===== src/hdl/zxp_defines.svh =====
/*
 * Constants of the zero-crossing and line timing block: timebase rates,
 * filter shift, status bit positions and reset values.
 * Assumes inclusion by bare name from every design file of the block except the package.
 */
`ifndef ZXP_DEFINES_SVH
`define ZXP_DEFINES_SVH

// system clock and fast timebase, both in kHz
`define ZXP_CLK_KHZ 15'h61A8
`define ZXP_FAST_KHZ 15'h0100
// slow timebase is the fast one divided by sixteen: last divider count
`define ZXP_SLOW_DIV 4'hF
// one-pole filter: 2*pi*80 Hz / 256 kHz is close to 2**-9
`define ZXP_LPF_SHIFT 4'h9
// ten percent of the full-scale sample amplitude
`define ZXP_VOLT_MIN 24'h090BBA
`define ZXP_TIMEOUT_RST 16'hFFFF
`define ZXP_ONE 16'h0001
`define ZXP_COUNT_MAX 16'hFFFF
// status bit positions and the set of implemented bits
`define ZXP_BIT_TO0 5'h03
`define ZXP_BIT_ZX0 5'h09
`define ZXP_BIT_SEQ 5'h13
`define ZXP_STATUS_IMPL 32'h00087FF8
// last voltage phase index
`define ZXP_PHASE_C 2'h2

`endif


===== src/hdl/zxp_pkg.sv =====
/*
 * Types of the zero-crossing and line timing block.
 * Assumes nothing of its surroundings.
 */
package zxp_pkg;
    typedef logic signed [23:0] zxp_sample_t;
    typedef logic [15:0] zxp_count_t;
    typedef enum logic [1:0] {
        ZXP_PAIR_VOLT_CURR,
        ZXP_PAIR_VOLT_VOLT,
        ZXP_PAIR_CURR_CURR,
        ZXP_PAIR_NONE
    } zxp_pair_e;
    typedef struct packed {
        zxp_sample_t held;
        logic signed [33:0] filt;
        logic [23:0] peak;
        logic neg;
        logic zx_any;
        logic zx_rise;
    } zxp_det_s;
    typedef struct packed {
        zxp_count_t cnt;
        logic armed;
        logic expired;
    } zxp_tmo_s;
    typedef struct packed {
        logic [14:0] acc;
        logic tick_fast;
        logic [3:0] slow_cnt;
        logic tick_slow;
        zxp_count_t timeout_val;
        logic [31:0] status;
        logic [1:0] last_phase;
        logic last_valid;
        zxp_count_t now;
        logic [2:0][15:0] stamp;
        logic [2:0] started;
        logic [2:0][15:0] delay;
        zxp_count_t per_cnt;
        zxp_count_t period;
    } zxp_top_s;
endpackage


===== src/hdl/zxp_zx_detect.sv =====
/*
 * One zero-crossing detector: holds the latest filtered sample, runs a
 * one-pole low-pass on the fast tick and flags sign changes.
 * Assumes samples arrive with a one-cycle valid strobe.
 */
`timescale 1ns/1ps
`include "zxp_defines.svh"
module zxp_zx_detect
    import zxp_pkg::*;
(
    input wire logic clk_sys,
    input wire logic arst_n,
    input wire logic tick_fast,
    input wire logic sample_valid,
    input wire zxp_sample_t sample,
    input wire logic gate_en,
    output logic zx_any,
    output logic zx_rise
);
    zxp_det_s q;
    zxp_det_s d;
    logic signed [33:0] filt_new;
    logic [23:0] mag;
    logic qualified;

    always_comb begin
        d = q;
        d.zx_any = 1'b0;
        d.zx_rise = 1'b0;
        mag = sample[23] ? 24'(-sample) : 24'(sample);
        filt_new = q.filt + 34'(q.held) - (q.filt >>> `ZXP_LPF_SHIFT);
        qualified = !gate_en || (q.peak >= `ZXP_VOLT_MIN);
        if (sample_valid) begin
            d.held = sample;
            if (mag > q.peak) begin
                d.peak = mag;
            end
        end
        if (tick_fast) begin
            d.filt = filt_new;
            if (filt_new[33] != q.neg) begin
                d.neg = filt_new[33];
                d.peak = '0;
                d.zx_any = qualified;
                d.zx_rise = qualified && q.neg;
            end
        end
    end

    always_ff @(posedge clk_sys or negedge arst_n) begin
        if (!arst_n) begin
            q <= '0;
        end else begin
            q <= d;
        end
    end

    assign zx_any = q.zx_any;
    assign zx_rise = q.zx_rise;
endmodule // zxp_zx_detect


===== src/hdl/zxp_timeout.sv =====
/*
 * Crossing timeout counter for one detector, counting on the slow tick.
 * Assumes reload is a one-cycle pulse carrying the value to load.
 */
`timescale 1ns/1ps
`include "zxp_defines.svh"
module zxp_timeout
    import zxp_pkg::*;
(
    input wire logic clk_sys,
    input wire logic arst_n,
    input wire logic tick_slow,
    input wire logic reload,
    input wire zxp_count_t load_value,
    output logic expired
);
    zxp_tmo_s q;
    zxp_tmo_s d;

    always_comb begin
        d = q;
        d.expired = 1'b0;
        if (reload) begin
            d.cnt = load_value;
            d.armed = 1'b1;
        end else if (tick_slow && q.armed) begin
            d.cnt = q.cnt - `ZXP_ONE;
            if (q.cnt <= `ZXP_ONE) begin
                d.cnt = '0;
                d.armed = 1'b0;
                d.expired = 1'b1;
            end
        end
    end

    always_ff @(posedge clk_sys or negedge arst_n) begin
        if (!arst_n) begin
            q <= '{cnt: `ZXP_TIMEOUT_RST, armed: 1'b1, expired: 1'b0};
        end else begin
            q <= d;
        end
    end

    assign expired = q.expired;

    property p_tmo_dec;
        @(posedge clk_sys) disable iff (!arst_n)
        tick_slow && q.armed && !reload && q.cnt > `ZXP_ONE |=> q.cnt == $past(q.cnt) - `ZXP_ONE;
    endproperty
    a_tmo_dec: assert property (p_tmo_dec) else $error("timeout count did not step");

    property p_tmo_once;
        @(posedge clk_sys) disable iff (!arst_n)
        q.expired |-> !q.armed && q.cnt == '0 ##1 !q.expired;
    endproperty
    a_tmo_once: assert property (p_tmo_once) else $error("timeout flagged twice");

    property p_tmo_stop;
        @(posedge clk_sys) disable iff (!arst_n)
        !q.armed && !reload |=> !q.expired && $stable(q.cnt);
    endproperty
    a_tmo_stop: assert property (p_tmo_stop) else $error("stopped counter moved");
endmodule // zxp_timeout


===== src/hdl/zxp_top.sv =====
/*
 * Zero-crossing timing block: six detectors, crossing timeouts, phase
 * rotation check, phase delay and line period measurement, status flags
 * with write-one-to-clear and an active-low interrupt.
 * Assumes filtered samples from the upstream chain with one valid strobe,
 * and register accesses presented as one-cycle write strobes.
 */
`timescale 1ns/1ps
`include "zxp_defines.svh"
// Function
// - crossings come from a fixed 80 Hz low-pass run on the 256 kHz tick.
// - voltage crossings are dropped while the amplitude stays under ten percent.
// - current crossings are never amplitude gated.
// - six detectors; voltage flags at bits 9-11, current flags at 12-14.
// - a set crossing flag with its mask bit pulls the interrupt low.
// - writing one to a status bit clears it, unless set again in that cycle, and releases the interrupt.
// - each detector has a timeout counter stepping down every 62.5 us.
// - a crossing reloads its counter with the programmed timeout.
// - the programmed timeout resets to all ones.
// - a counter reaching zero sets its flag, bits 3-8.
// - rising voltage crossings out of A-B-C order set bit 19.
// - every out-of-order rising crossing sets bit 19 again.
// - bit 19 with its mask bit pulls the interrupt low; write-one clears.
// - rising crossings start and stop delays; one set chosen by select.
// - select 00 gives voltage-to-current delay of phases A, B, C.
// - select 01 gives voltage delays A-C, B-C, A-B.
// - select 10 gives current delays A-C, B-C, A-B.
// - delays are 16-bit unsigned counts of 256 kHz ticks.
// - line period measured on the selected phase voltage, once per period.
// - period counted in 256 kHz ticks, about 5120 at 50 Hz.
// - period count is the tick count minus one.
module zxp_top
    import zxp_pkg::*;
(
    input wire logic clk_sys,
    input wire logic arst_n,
    input wire logic sample_valid,
    input wire zxp_sample_t sample_volt_a,
    input wire zxp_sample_t sample_volt_b,
    input wire zxp_sample_t sample_volt_c,
    input wire zxp_sample_t sample_curr_a,
    input wire zxp_sample_t sample_curr_b,
    input wire zxp_sample_t sample_curr_c,
    input wire logic timeout_wr_en,
    input wire zxp_count_t timeout_wr_data,
    input wire logic status_wr_en,
    input wire logic [31:0] status_wr_data,
    input wire logic [31:0] event_enable_second,
    input wire logic [1:0] delay_pair_select,
    input wire logic [1:0] period_phase_select,
    output logic [31:0] event_status_second,
    output zxp_count_t crossing_timeout_value,
    output zxp_count_t phase_delay_0,
    output zxp_count_t phase_delay_1,
    output zxp_count_t phase_delay_2,
    output zxp_count_t line_period,
    output logic event_irq_n
);
    zxp_top_s q;
    zxp_top_s d;

    zxp_sample_t samples [6];
    logic [5:0] zx_any;
    logic [5:0] zx_rise;
    logic [5:0] expired;
    logic [5:0] gate_en;
    zxp_count_t load_value;
    logic [31:0] set_vec;
    logic [31:0] clr_vec;
    logic [14:0] acc_sum;
    logic [1:0] per_sel;
    logic [5:0] pair;
    zxp_pair_e mode;
    logic seq_err;

    // next phase in regular A-B-C rotation
    function automatic logic [1:0] zxp_next_phase(input logic [1:0] p);
        zxp_next_phase = (p == `ZXP_PHASE_C) ? 2'h0 : p + 2'h1;
    endfunction

    // start and stop channel of delay slot m; channels 0-2 voltage, 3-5 current
    function automatic logic [5:0] zxp_pair_src(input zxp_pair_e md, input logic [1:0] m);
        logic [2:0] vs;
        logic [2:0] vt;
        vs = (m == 2'h2) ? 3'h0 : {1'b0, m};
        vt = (m == 2'h2) ? 3'h1 : 3'h2;
        unique case (md)
            ZXP_PAIR_VOLT_CURR: zxp_pair_src = {1'b0, m, {1'b0, m} + 3'h3};
            ZXP_PAIR_VOLT_VOLT: zxp_pair_src = {vs, vt};
            ZXP_PAIR_CURR_CURR: zxp_pair_src = {vs + 3'h3, vt + 3'h3};
            ZXP_PAIR_NONE: zxp_pair_src = 6'h00;
        endcase
    endfunction

    assign samples[0] = sample_volt_a;
    assign samples[1] = sample_volt_b;
    assign samples[2] = sample_volt_c;
    assign samples[3] = sample_curr_a;
    assign samples[4] = sample_curr_b;
    assign samples[5] = sample_curr_c;

    assign gate_en = 6'h07;
    assign load_value = timeout_wr_en ? timeout_wr_data : q.timeout_val;
    assign mode = zxp_pair_e'(delay_pair_select);

    for (genvar ch = 0; ch < 6; ch++) begin : g_chan
        zxp_zx_detect u_det (
            .clk_sys(clk_sys),
            .arst_n(arst_n),
            .tick_fast(q.tick_fast),
            .sample_valid(sample_valid),
            .sample(samples[ch]),
            .gate_en(gate_en[ch]),
            .zx_any(zx_any[ch]),
            .zx_rise(zx_rise[ch])
        );
        zxp_timeout u_tmo (
            .clk_sys(clk_sys),
            .arst_n(arst_n),
            .tick_slow(q.tick_slow),
            .reload(zx_any[ch] | timeout_wr_en),
            .load_value(load_value),
            .expired(expired[ch])
        );
    end

    always_comb begin
        d = q;
        d.tick_fast = 1'b0;
        d.tick_slow = 1'b0;
        set_vec = '0;
        seq_err = 1'b0;
        pair = '0;

        // fractional divider: average rate of exactly 256 kHz from 25 MHz
        acc_sum = q.acc + `ZXP_FAST_KHZ;
        if (acc_sum >= `ZXP_CLK_KHZ) begin
            d.acc = acc_sum - `ZXP_CLK_KHZ;
            d.tick_fast = 1'b1;
        end else begin
            d.acc = acc_sum;
        end
        if (q.tick_fast) begin
            d.now = q.now + `ZXP_ONE;
            d.slow_cnt = q.slow_cnt + 4'h1;
            d.tick_slow = (q.slow_cnt == `ZXP_SLOW_DIV);
            if (q.per_cnt != `ZXP_COUNT_MAX) begin
                d.per_cnt = q.per_cnt + `ZXP_ONE;
            end
        end

        if (timeout_wr_en) begin
            d.timeout_val = timeout_wr_data;
        end

        for (int ch = 0; ch < 6; ch++) begin
            set_vec[`ZXP_BIT_ZX0 + ch] = zx_any[ch];
            set_vec[`ZXP_BIT_TO0 + ch] = expired[ch];
        end

        // rotation check on rising voltage crossings
        for (int p = 0; p < 3; p++) begin
            if (zx_rise[p]) begin
                if (q.last_valid && 2'(p) != zxp_next_phase(d.last_phase)) begin
                    seq_err = 1'b1;
                end
                d.last_phase = 2'(p);
                d.last_valid = 1'b1;
            end
        end
        set_vec[`ZXP_BIT_SEQ] = seq_err;

        clr_vec = status_wr_en ? status_wr_data : '0;
        d.status = ((q.status & ~clr_vec) | set_vec) & `ZXP_STATUS_IMPL;

        // delay slots: stop handled before start so a shared channel restarts
        for (int m = 0; m < 3; m++) begin
            pair = zxp_pair_src(mode, 2'(m));
            if (mode != ZXP_PAIR_NONE) begin
                if (zx_rise[pair[2:0]] && q.started[m]) begin
                    d.delay[m] = q.now - q.stamp[m];
                    d.started[m] = 1'b0;
                end
                if (zx_rise[pair[5:3]]) begin
                    d.stamp[m] = q.now;
                    d.started[m] = 1'b1;
                end
            end else begin
                d.started[m] = 1'b0;
            end
        end

        per_sel = (period_phase_select == 2'h3) ? 2'h0 : period_phase_select;
        if (zx_rise[per_sel]) begin
            d.period = (q.per_cnt == '0) ? '0 : q.per_cnt - `ZXP_ONE;
            d.per_cnt = '0;
        end
    end

    always_ff @(posedge clk_sys or negedge arst_n) begin
        if (!arst_n) begin
            q <= '0;
            q.timeout_val <= `ZXP_TIMEOUT_RST;
        end else begin
            q <= d;
        end
    end

    assign event_status_second = q.status;
    assign crossing_timeout_value = q.timeout_val;
    assign phase_delay_0 = q.delay[0];
    assign phase_delay_1 = q.delay[1];
    assign phase_delay_2 = q.delay[2];
    assign line_period = q.period;
    assign event_irq_n = ~|(q.status & event_enable_second);

    // helper copies for the checks below
    zxp_count_t per_cnt_h;
    logic [1:0] last_phase_h;
    logic last_valid_h;
    assign per_cnt_h = q.per_cnt;
    assign last_phase_h = q.last_phase;
    assign last_valid_h = q.last_valid;

    property p_zx_flag;
        @(posedge clk_sys) disable iff (!arst_n)
        zx_any[3] |=> event_status_second[12];
    endproperty
    a_zx_flag: assert property (p_zx_flag) else $error("current A crossing flag not set");

    property p_irq_low;
        @(posedge clk_sys) disable iff (!arst_n)
        zx_any[0] && event_enable_second[9] ##1 event_enable_second[9] |-> !event_irq_n;
    endproperty
    a_irq_low: assert property (p_irq_low) else $error("interrupt not asserted");

    property p_w1c;
        @(posedge clk_sys) disable iff (!arst_n)
        status_wr_en && status_wr_data[9] && !zx_any[0] |=> !event_status_second[9];
    endproperty
    a_w1c: assert property (p_w1c) else $error("write one did not clear flag");

    property p_tmo_flag;
        @(posedge clk_sys) disable iff (!arst_n)
        expired[2] |=> event_status_second[5];
    endproperty
    a_tmo_flag: assert property (p_tmo_flag) else $error("timeout flag not set");

    property p_seq_err;
        @(posedge clk_sys) disable iff (!arst_n)
        last_valid_h && last_phase_h == 2'h0 && zx_rise[2:0] == 3'h4 |=> event_status_second[19];
    endproperty
    a_seq_err: assert property (p_seq_err) else $error("rotation error missed");

    property p_seq_clr;
        @(posedge clk_sys) disable iff (!arst_n)
        status_wr_en && status_wr_data[19] && !seq_err && event_enable_second == 32'h00080000
        ##1 event_enable_second == 32'h00080000 |-> event_irq_n;
    endproperty
    a_seq_clr: assert property (p_seq_clr) else $error("rotation flag not cleared");

    property p_hold_to;
        @(posedge clk_sys) disable iff (!arst_n)
        !timeout_wr_en |=> $stable(crossing_timeout_value);
    endproperty
    a_hold_to: assert property (p_hold_to) else $error("timeout value changed unasked");

    property p_period;
        @(posedge clk_sys) disable iff (!arst_n)
        period_phase_select == 2'h0 && zx_rise[0] && per_cnt_h != '0
        |=> line_period == $past(per_cnt_h) - `ZXP_ONE;
    endproperty
    a_period: assert property (p_period) else $error("period count wrong");

    property p_delay_hold;
        @(posedge clk_sys) disable iff (!arst_n)
        delay_pair_select == 2'h0 && !zx_rise[3] |=> $stable(phase_delay_0);
    endproperty
    a_delay_hold: assert property (p_delay_hold) else $error("delay changed off stop");

    property p_tick_gap;
        @(posedge clk_sys) disable iff (!arst_n)
        q.tick_fast |-> ##[97:98] q.tick_fast;
    endproperty
    a_tick_gap: assert property (p_tick_gap) else $error("fast tick spacing off");

    property p_slow_tick;
        @(posedge clk_sys) disable iff (!arst_n)
        q.tick_slow |-> $past(q.tick_fast);
    endproperty
    a_slow_tick: assert property (p_slow_tick) else $error("slow tick off the fast one");

    property p_to_write;
        @(posedge clk_sys) disable iff (!arst_n)
        timeout_wr_en |=> crossing_timeout_value == $past(timeout_wr_data);
    endproperty
    a_to_write: assert property (p_to_write) else $error("timeout value not written");

    property p_zx_volt_c;
        @(posedge clk_sys) disable iff (!arst_n)
        zx_any[2] |=> event_status_second[11];
    endproperty
    a_zx_volt_c: assert property (p_zx_volt_c) else $error("voltage C flag not set");

    property p_per_restart;
        @(posedge clk_sys) disable iff (!arst_n)
        zx_rise[per_sel] |=> per_cnt_h == '0;
    endproperty
    a_per_restart: assert property (p_per_restart) else $error("period count not restarted");

    property p_per_step;
        @(posedge clk_sys) disable iff (!arst_n)
        q.tick_fast && !zx_rise[per_sel] && per_cnt_h != `ZXP_COUNT_MAX
        |=> per_cnt_h == $past(per_cnt_h) + `ZXP_ONE;
    endproperty
    a_per_step: assert property (p_per_step) else $error("period count did not step");

    property p_seq_again;
        @(posedge clk_sys) disable iff (!arst_n)
        last_valid_h && last_phase_h == 2'h2 && zx_rise[2:0] == 3'h2 |=> event_status_second[19];
    endproperty
    a_seq_again: assert property (p_seq_again) else $error("repeated rotation error missed");

    property p_seq_ok;
        @(posedge clk_sys) disable iff (!arst_n)
        last_valid_h && last_phase_h == 2'h0 && zx_rise[2:0] == 3'h2 && !event_status_second[19]
        |=> !event_status_second[19];
    endproperty
    a_seq_ok: assert property (p_seq_ok) else $error("rotation error in regular order");

    property p_delay_volt;
        @(posedge clk_sys) disable iff (!arst_n)
        delay_pair_select == 2'h1 && !zx_rise[2] |=> $stable(phase_delay_0) && $stable(phase_delay_1);
    endproperty
    a_delay_volt: assert property (p_delay_volt) else $error("voltage delay off stop");

    property p_delay_curr;
        @(posedge clk_sys) disable iff (!arst_n)
        delay_pair_select == 2'h2 && !zx_rise[5] |=> $stable(phase_delay_0) && $stable(phase_delay_1);
    endproperty
    a_delay_curr: assert property (p_delay_curr) else $error("current delay off stop");

    property p_delay_none;
        @(posedge clk_sys) disable iff (!arst_n)
        delay_pair_select == 2'h3
        |=> $stable(phase_delay_0) && $stable(phase_delay_1) && $stable(phase_delay_2);
    endproperty
    a_delay_none: assert property (p_delay_none) else $error("delay changed with no set");
endmodule // zxp_top


===== config.mk =====
export PLATFORM = sky130hd
export DESIGN_NAME = zxp_top
export DESIGN_NICKNAME = d
export VERILOG_FILES = /design/src/hdl/zxp_pkg.sv /design/src/hdl/zxp_zx_detect.sv /design/src/hdl/zxp_timeout.sv /design/src/hdl/zxp_top.sv
export VERILOG_INCLUDE_DIRS = /design/src /design/src/hdl
export SDC_FILE = /design/constraint.sdc
export NUM_CORES = 2
export LEC_CHECK = 0
export BUFFER_PORTS_ARGS = -buffer_cell sky130_fd_sc_hd__buf_2
export CAP_MARGIN = 20
export CORE_ASPECT_RATIO = 1.5
export CORE_MARGIN = 3
export CORE_UTILIZATION = 30
export DETAILED_ROUTE_END_ITERATION = 10
export GPL_TIMING_DRIVEN = 1
export HOLD_SLACK_MARGIN = 0.02
export PLACE_DENSITY = 0.56
export SETUP_SLACK_MARGIN = 0.3
export SLEW_MARGIN = 25
export SYNTH_ARGS = -nofsm -noshare
export SYNTH_HDL_FRONTEND = slang
export SYNTH_HIERARCHICAL = 1
export SYNTH_SLANG_ARGS = --single-unit

===== constraint.sdc =====
create_clock -name clk_sys -period 3.88 [get_ports clk_sys]
set_clock_uncertainty 0.15 [all_clocks]
set_input_delay 0.582 -clock clk_sys [delete_from_list [all_inputs] [get_ports clk_sys]]
set_output_delay 0.582 -clock clk_sys [all_outputs]
set_load 0.05 [all_outputs]

* After elaboration in Yosys (flattened, before gate mapping) *
Index checks and enable logic that the tools add are counted.

cells by class
  add/sub/neg operators = 36
  magnitude comparators = 23
  equal/unequal tests = 21
  mux-type cells = 102
  bitwise logic cells = 10
  reductions and logical operators = 54

operators with widths
  kind                     number
  $mux W24                 18
  $mux W27                 12
  $mux W18                 12
  $add A34 B24 Y34         6
  $sub A34 B25 Y34         6
  $gt A24 B24 Y1           6
  $neg A24 Y24             6
  $sub A16 B1 Y16 const B  7
  $mux W17                 6
  $le A16 B1 Y1 const B    6
  $ge A24 B20 Y1 const B   3
  $pmux W6 S4              3
  $mux W16                 4
  $sub A16 B16 Y16         3
  $reduce_and A2 Y1        19
  $add A16 B1 Y16 const B  2
  $and A20 B32 Y32         1
  $mux W32                 1
  $reduce_or A32 Y1        1
  $mux W1                  30
  $reduce_bool A2 Y1       15
  $lt A3 B4 Y1 const B     6
  $and A20 B20 Y20         1
  $mux W20                 1
  28 further kinds         71

storage, ports and cells
  register bits = 818
  word-level logic and storage cells = 320

* Logic depth before layout (Yosys ltp) *
  depth after elaboration = 11
  mapped depth = 17
  mapped depth without buffers = 16

* By module *
Netlist, hierarchy kept.

modules (own cells, without submodules)
  module                               times used  cells an instance  area each (µm²)  sequential area each (µm²)
  zxp_zx_detect (g_chan[2].u_det ...)  2           836                7367.1           2127.0
  zxp_top                              1           1203               11616.1          4949.7
  zxp_timeout                          6           139                1224.9           471.7
  zxp_zx_detect (g_chan[0].u_det)      1           870                7333.3           2127.0
  zxp_zx_detect (g_chan[4].u_det)      1           841                7229.4           2127.0
  zxp_zx_detect (g_chan[1].u_det)      1           843                7208.2           2127.0
  zxp_zx_detect (g_chan[5].u_det)      1           819                7175.6           2127.0

* Worst setup path after synthesis *
Ideal clock, no wire load.

  kind = input -> register
  start = in sample_volt_a[8]
  end = reg g_chan[0].u_det/q[22] in the netlist's numbering
  setup time = 101 ps
  arrival time = 4514 ps
  data required time = 3629 ps
  setup slack = -885 ps
  stages on the path = 17
  path buffers = 2
  cell sequence = or4_4 > or4b_4 > or3_4 > or3_4 > o21ai_1 > xnor2_1 > ha_1 > a21o_1 > a21o_1 > a211oi_1 > o21ai_0 > o211ai_1 > and4b_1 > clkbuf_1 > clkbuf_1 > nor3_1 > nor4_1

RTL lines
  item                  RTL line             RTL
  start, declared       zxp_top.sv:38        input wire zxp_sample_t sample_volt_a,
  end signal, assigned  zxp_zx_detect.sv:52  q <= '0;
  end signal, assigned  zxp_zx_detect.sv:54  q <= d;
  end, declared         zxp_zx_detect.sv:20  zxp_det_s q;

==> reports/metrics.yaml <==
critical_path:
  worst-setup-path-type: "in -> reg"
  end_kind: "flop"
  worstReg2RegEnd: "g_chan[0].u_det/q[11]"
  startpoint_type: "input port"
  rr_startpoint: "g_chan[0].u_det/q[65]"
  critPathSlowestCell: "or4b_4"
  reg2reg_setup_slack_ns: -0.05
  crit_arrival_ns: 4.73
  worstPathRequired_ns: 4.32
  worst_path_largest_cell_delay_ns: 0.55
  crit_chain: "buf_6, or4_4, or4b_4, or3_4, or3_4, o21ai_4, xnor2_2, ha_1, a21o_1, a21o_1, a211oi_2, o21ai_1, o211ai_1, and4b_2, buf_4, buf_6, nor3_2, nor4_1"
  r2r_cells: 14
  critPathMaxFanout: 5
status:
  status: "complete, but fails checks"
  failed_checks: "negative setup slack"
power:
  irDropWorstVdd_mv: 0.336
  p_total_w: 0.0305
  p_per_area_nw_per_um2: 391
  p_switching_w: 0.0107
  pwr-share-comb_pct: 34.8
  power_leakage_nw: 35.6
  intPower_w: 0.0199
  sw_frac_of_total_pct: 34.9
  pwr-share-seq_pct: 33.0
  clkPwrFrac_pct: 32.2
timing:
  fin_crit_ns: 4.29
  fmax_ghz: 0.233
  rsz0062_at_grt: "true"
  hold_violations: 0
  finalCritPeriodShare_pct: 110
  worstMarginPinSlew_ns: 0.964
  layout_setup_ws_ns: -0.407
  setup_viol: 44
  finalMaxSlewViolations: 0
  slew_headroom_pct: 35.5
route:
  dr.pass1.iters: 8
  drc_errors: 0
  antenna_left: 0
  drt_wl_total_mm: 186
  routed_via_density: 5.08
  drt_iter0_drc: 2808
  wire_per_inst_um: 17.7
  vias: 53500
hold_path:
  holdPathStages: 4
  hold_start: "sample_curr_c[0]"
  hold_end: "g_chan[5].u_det/q[61]"
  min_path_type: "in -> reg"
floorplanning:
  start_util_pct: 30.3
  dieArea_um2: 214000
  placeableCoreArea_um2: 207000
  fp.dieW_um: 379
  ios: 346
  die_height_um: 566
  num_rows: 204
layout:
  multi_input_area_um2: 39000
  post-route-util_pct: 37.8
  final_cell_area_um2: 78200
  seq_area_um2: 20600
  area_growth_pct: 24.8
  drive_gt1_share_pct: 23.3
  final_cells: 10500
  fill_cells: 20700
  nets: 8611
logic_synthesis:
  synth_area_leaders: "dfrtp_1, ha_1, fa_1"
  synth_top_area_cell: "dfrtp_1"
  avgSynthCellArea_um2: 8.85
  synth_seq_cells: 815
  synth-compound-area-share_pct: 18.5
  synthTopCellsByCount: "inv_1, dfrtp_1, nand2_1"
  synth-main-ff-cell: "dfrtp_1"
  yosys.area_share.adder_pct: 14.8
  synth.most_common_cell: "inv_1"
  synth_edf_count: 0
  synth_top_area_share_pct: 27.8
  synth_area_um2: 62600
  yosys.area_share.simple_pct: 15.5
  ys_seq_area_share_pct: 32.8
  synth_warnings: 6
  synthXorXnorAreaFrac_pct: 5.10
  synth_cell_type_count: 121
  synth.mux.area_fraction_pct: 3.58
  synthArstFlopShare_pct: 100
  synth_top_family_by_area: "compound AO/OA/AOI/OAI gates"
  syn_inst: 7082
global_routing:
  grt_max_degree: 95
  grt_antenna_before_repair: 20
  grt_usage_pct: 16.9
  grt_pass1_wl_mm: 294
  grt-ovfl-total: 0
  first_global_vias: 54600
place:
  place_congestion: 0.893
  placed_cells: 10100
  dpl.hpwl_mm: 137
  place_area_um2: 69500
  port_buffers: 288
  post-place-ws_ns: -1.02
clocking:
  clkTransAtPathRegs_ns: 0.06
  clock_latency_ns: 0.71
  cts_max_level: 3
  clock_sinks: 815
  cts_inserted_buffers: 96
  cts_root_buf: "clkbuf_16"
  cts_tree: "built"
  clockBufferDepth: 3
run:
  cap_viol_max_count: 0
## cells by family (layout without fill, tap and decap cells)
group | after synthesis | count (layout)
compound gates | 1728 | 1728
xor+xnor | 365 | 365
fa+ha+maj | 621 | 621
buf+inv | 1441 | 2174
flops | 815 | 815
mux | 213 | 213
other cells | 2 | 34
simple gates | 1897 | 1898
## placed cells by master, fill, tap and decap left out, types with 74 or more instances in the layout
cell type / Yosys / layout
inv_1: 1049 / 1020
dfrtp_1: 697 / 682
nand2_1: 663 / 649
buf_4: 121 / 449
o21ai_0: 462 / 428
ha_1: 420 / 357
nor2_1: 350 / 326
buf_2: 34 / 284
xnor2_1: 274 / 270
a21oi_1: 324 / 252
fa_1: 201 / 199
a21o_1: 146 / 145
mux2i_1: 145 / 141
nor3_1: 146 / 121
dfstp_2: 118 / 118
clkbuf_16: 0 / 105
nand4_1: 102 / 102
nand3_1: 107 / 99
xor2_1: 91 / 91
dlygate4sd3_1: 0 / 84
o31ai_1: 89 / 75
o21ai_1: 62 / 74
## power groups by stage
stage	clock network, W	logic (W)	registers, W
2_1_floorplan	0	0.00648	0.00999
3_3_place_gp	0	0.00888	0.0102
3_5_place_dp	0	0.00903	0.0102
4_1_cts	0.0102	0.00983	0.0101
5_1_grt	0.0105	0.0118	0.0102
6_report	0.00984	0.0106	0.0101
## state kept, by name, summed over array words and instances, names as in the netlist, 6 cells and up
signal                  flops
crossing_timeout_value     16
g_chan.u_tmo/q            102
line_period                16
per_cnt_h                  16
g_chan.u_det/zx_rise        6
q                          85
g_chan.u_tmo/expired        6
g_chan.u_det/q            498
phase_delay_0              16
event_status_second        13
phase_delay_1              16
phase_delay_2              16
g_chan.u_det/zx_any         6
## worst max-delay path, delay by kind of cell
family | cells | cell delay [ns]
and+or+nand+nor | 7 | 2.43
AOI/OAI and AO/OA | 6 | 0.93
buffers and inverters | 3 | 0.36
adders and majority gates | 1 | 0.28
xor gates and xnor gates | 1 | 0.14
## area by class of cell
| type | instances | share of cell area (%) |
|---|---|---|
| sequential | 815 | 26.3 |
| clock buffer | 124 | 3.41 |
| tap | 2678 | 4.29 |
| multi-input combinational | 4850 | 49.9 |
| clock inverter | 56 | 0.946 |
| timing repair buffer | 939 | 9.99 |
| antenna | 9 | 0.0288 |
| inverter | 1055 | 5.09 |
## metal layers
metal  GRT usage [%]  part of all wire (%)
met5               0                 0.024
met4            6.01                   3.6
met3            1.87                   3.8
met2            31.3                    52
met1            19.8                    41
## what timing repair did
item / in CTS / in global routing
buffers inserted: 70 / 53
resized for setup: 252 / 319
pin swaps: 113 / 151
endpoints found under the setup margin: 186 / 220
hold buffers: 84 / 0
cloned: 18 / 11
hold endpoints to repair: 109 / 0
## stage by stage
stage / hold WS (ns) / setup TNS [ns]
floorplan: 0.136 / -30.05
global placement: 0.295 / -75.79
detailed placement: 0.311 / -81.91
CTS: 0.0203 / -3.08
global route: 0.0339 / -12.40
finish: 0.0597 / -7.96
## worst max path at each step
stage                     slack (ns)        startpoint                     to
after global placement         -0.96  sample_volt_a[8]   g_chan[0].u_det/q[3]
after CTS                      -0.19  sample_volt_a[8]  g_chan[0].u_det/q[11]
after floorplan                -0.64  sample_volt_a[8]  g_chan[0].u_det/q[22]
after detailed placement       -1.02  sample_volt_a[8]  g_chan[0].u_det/q[15]
final                          -0.41  sample_volt_a[8]  g_chan[0].u_det/q[18]
after global routing           -0.46  sample_volt_a[8]  g_chan[0].u_det/q[18]
Note: power is estimated with default switching activity, not from simulation.
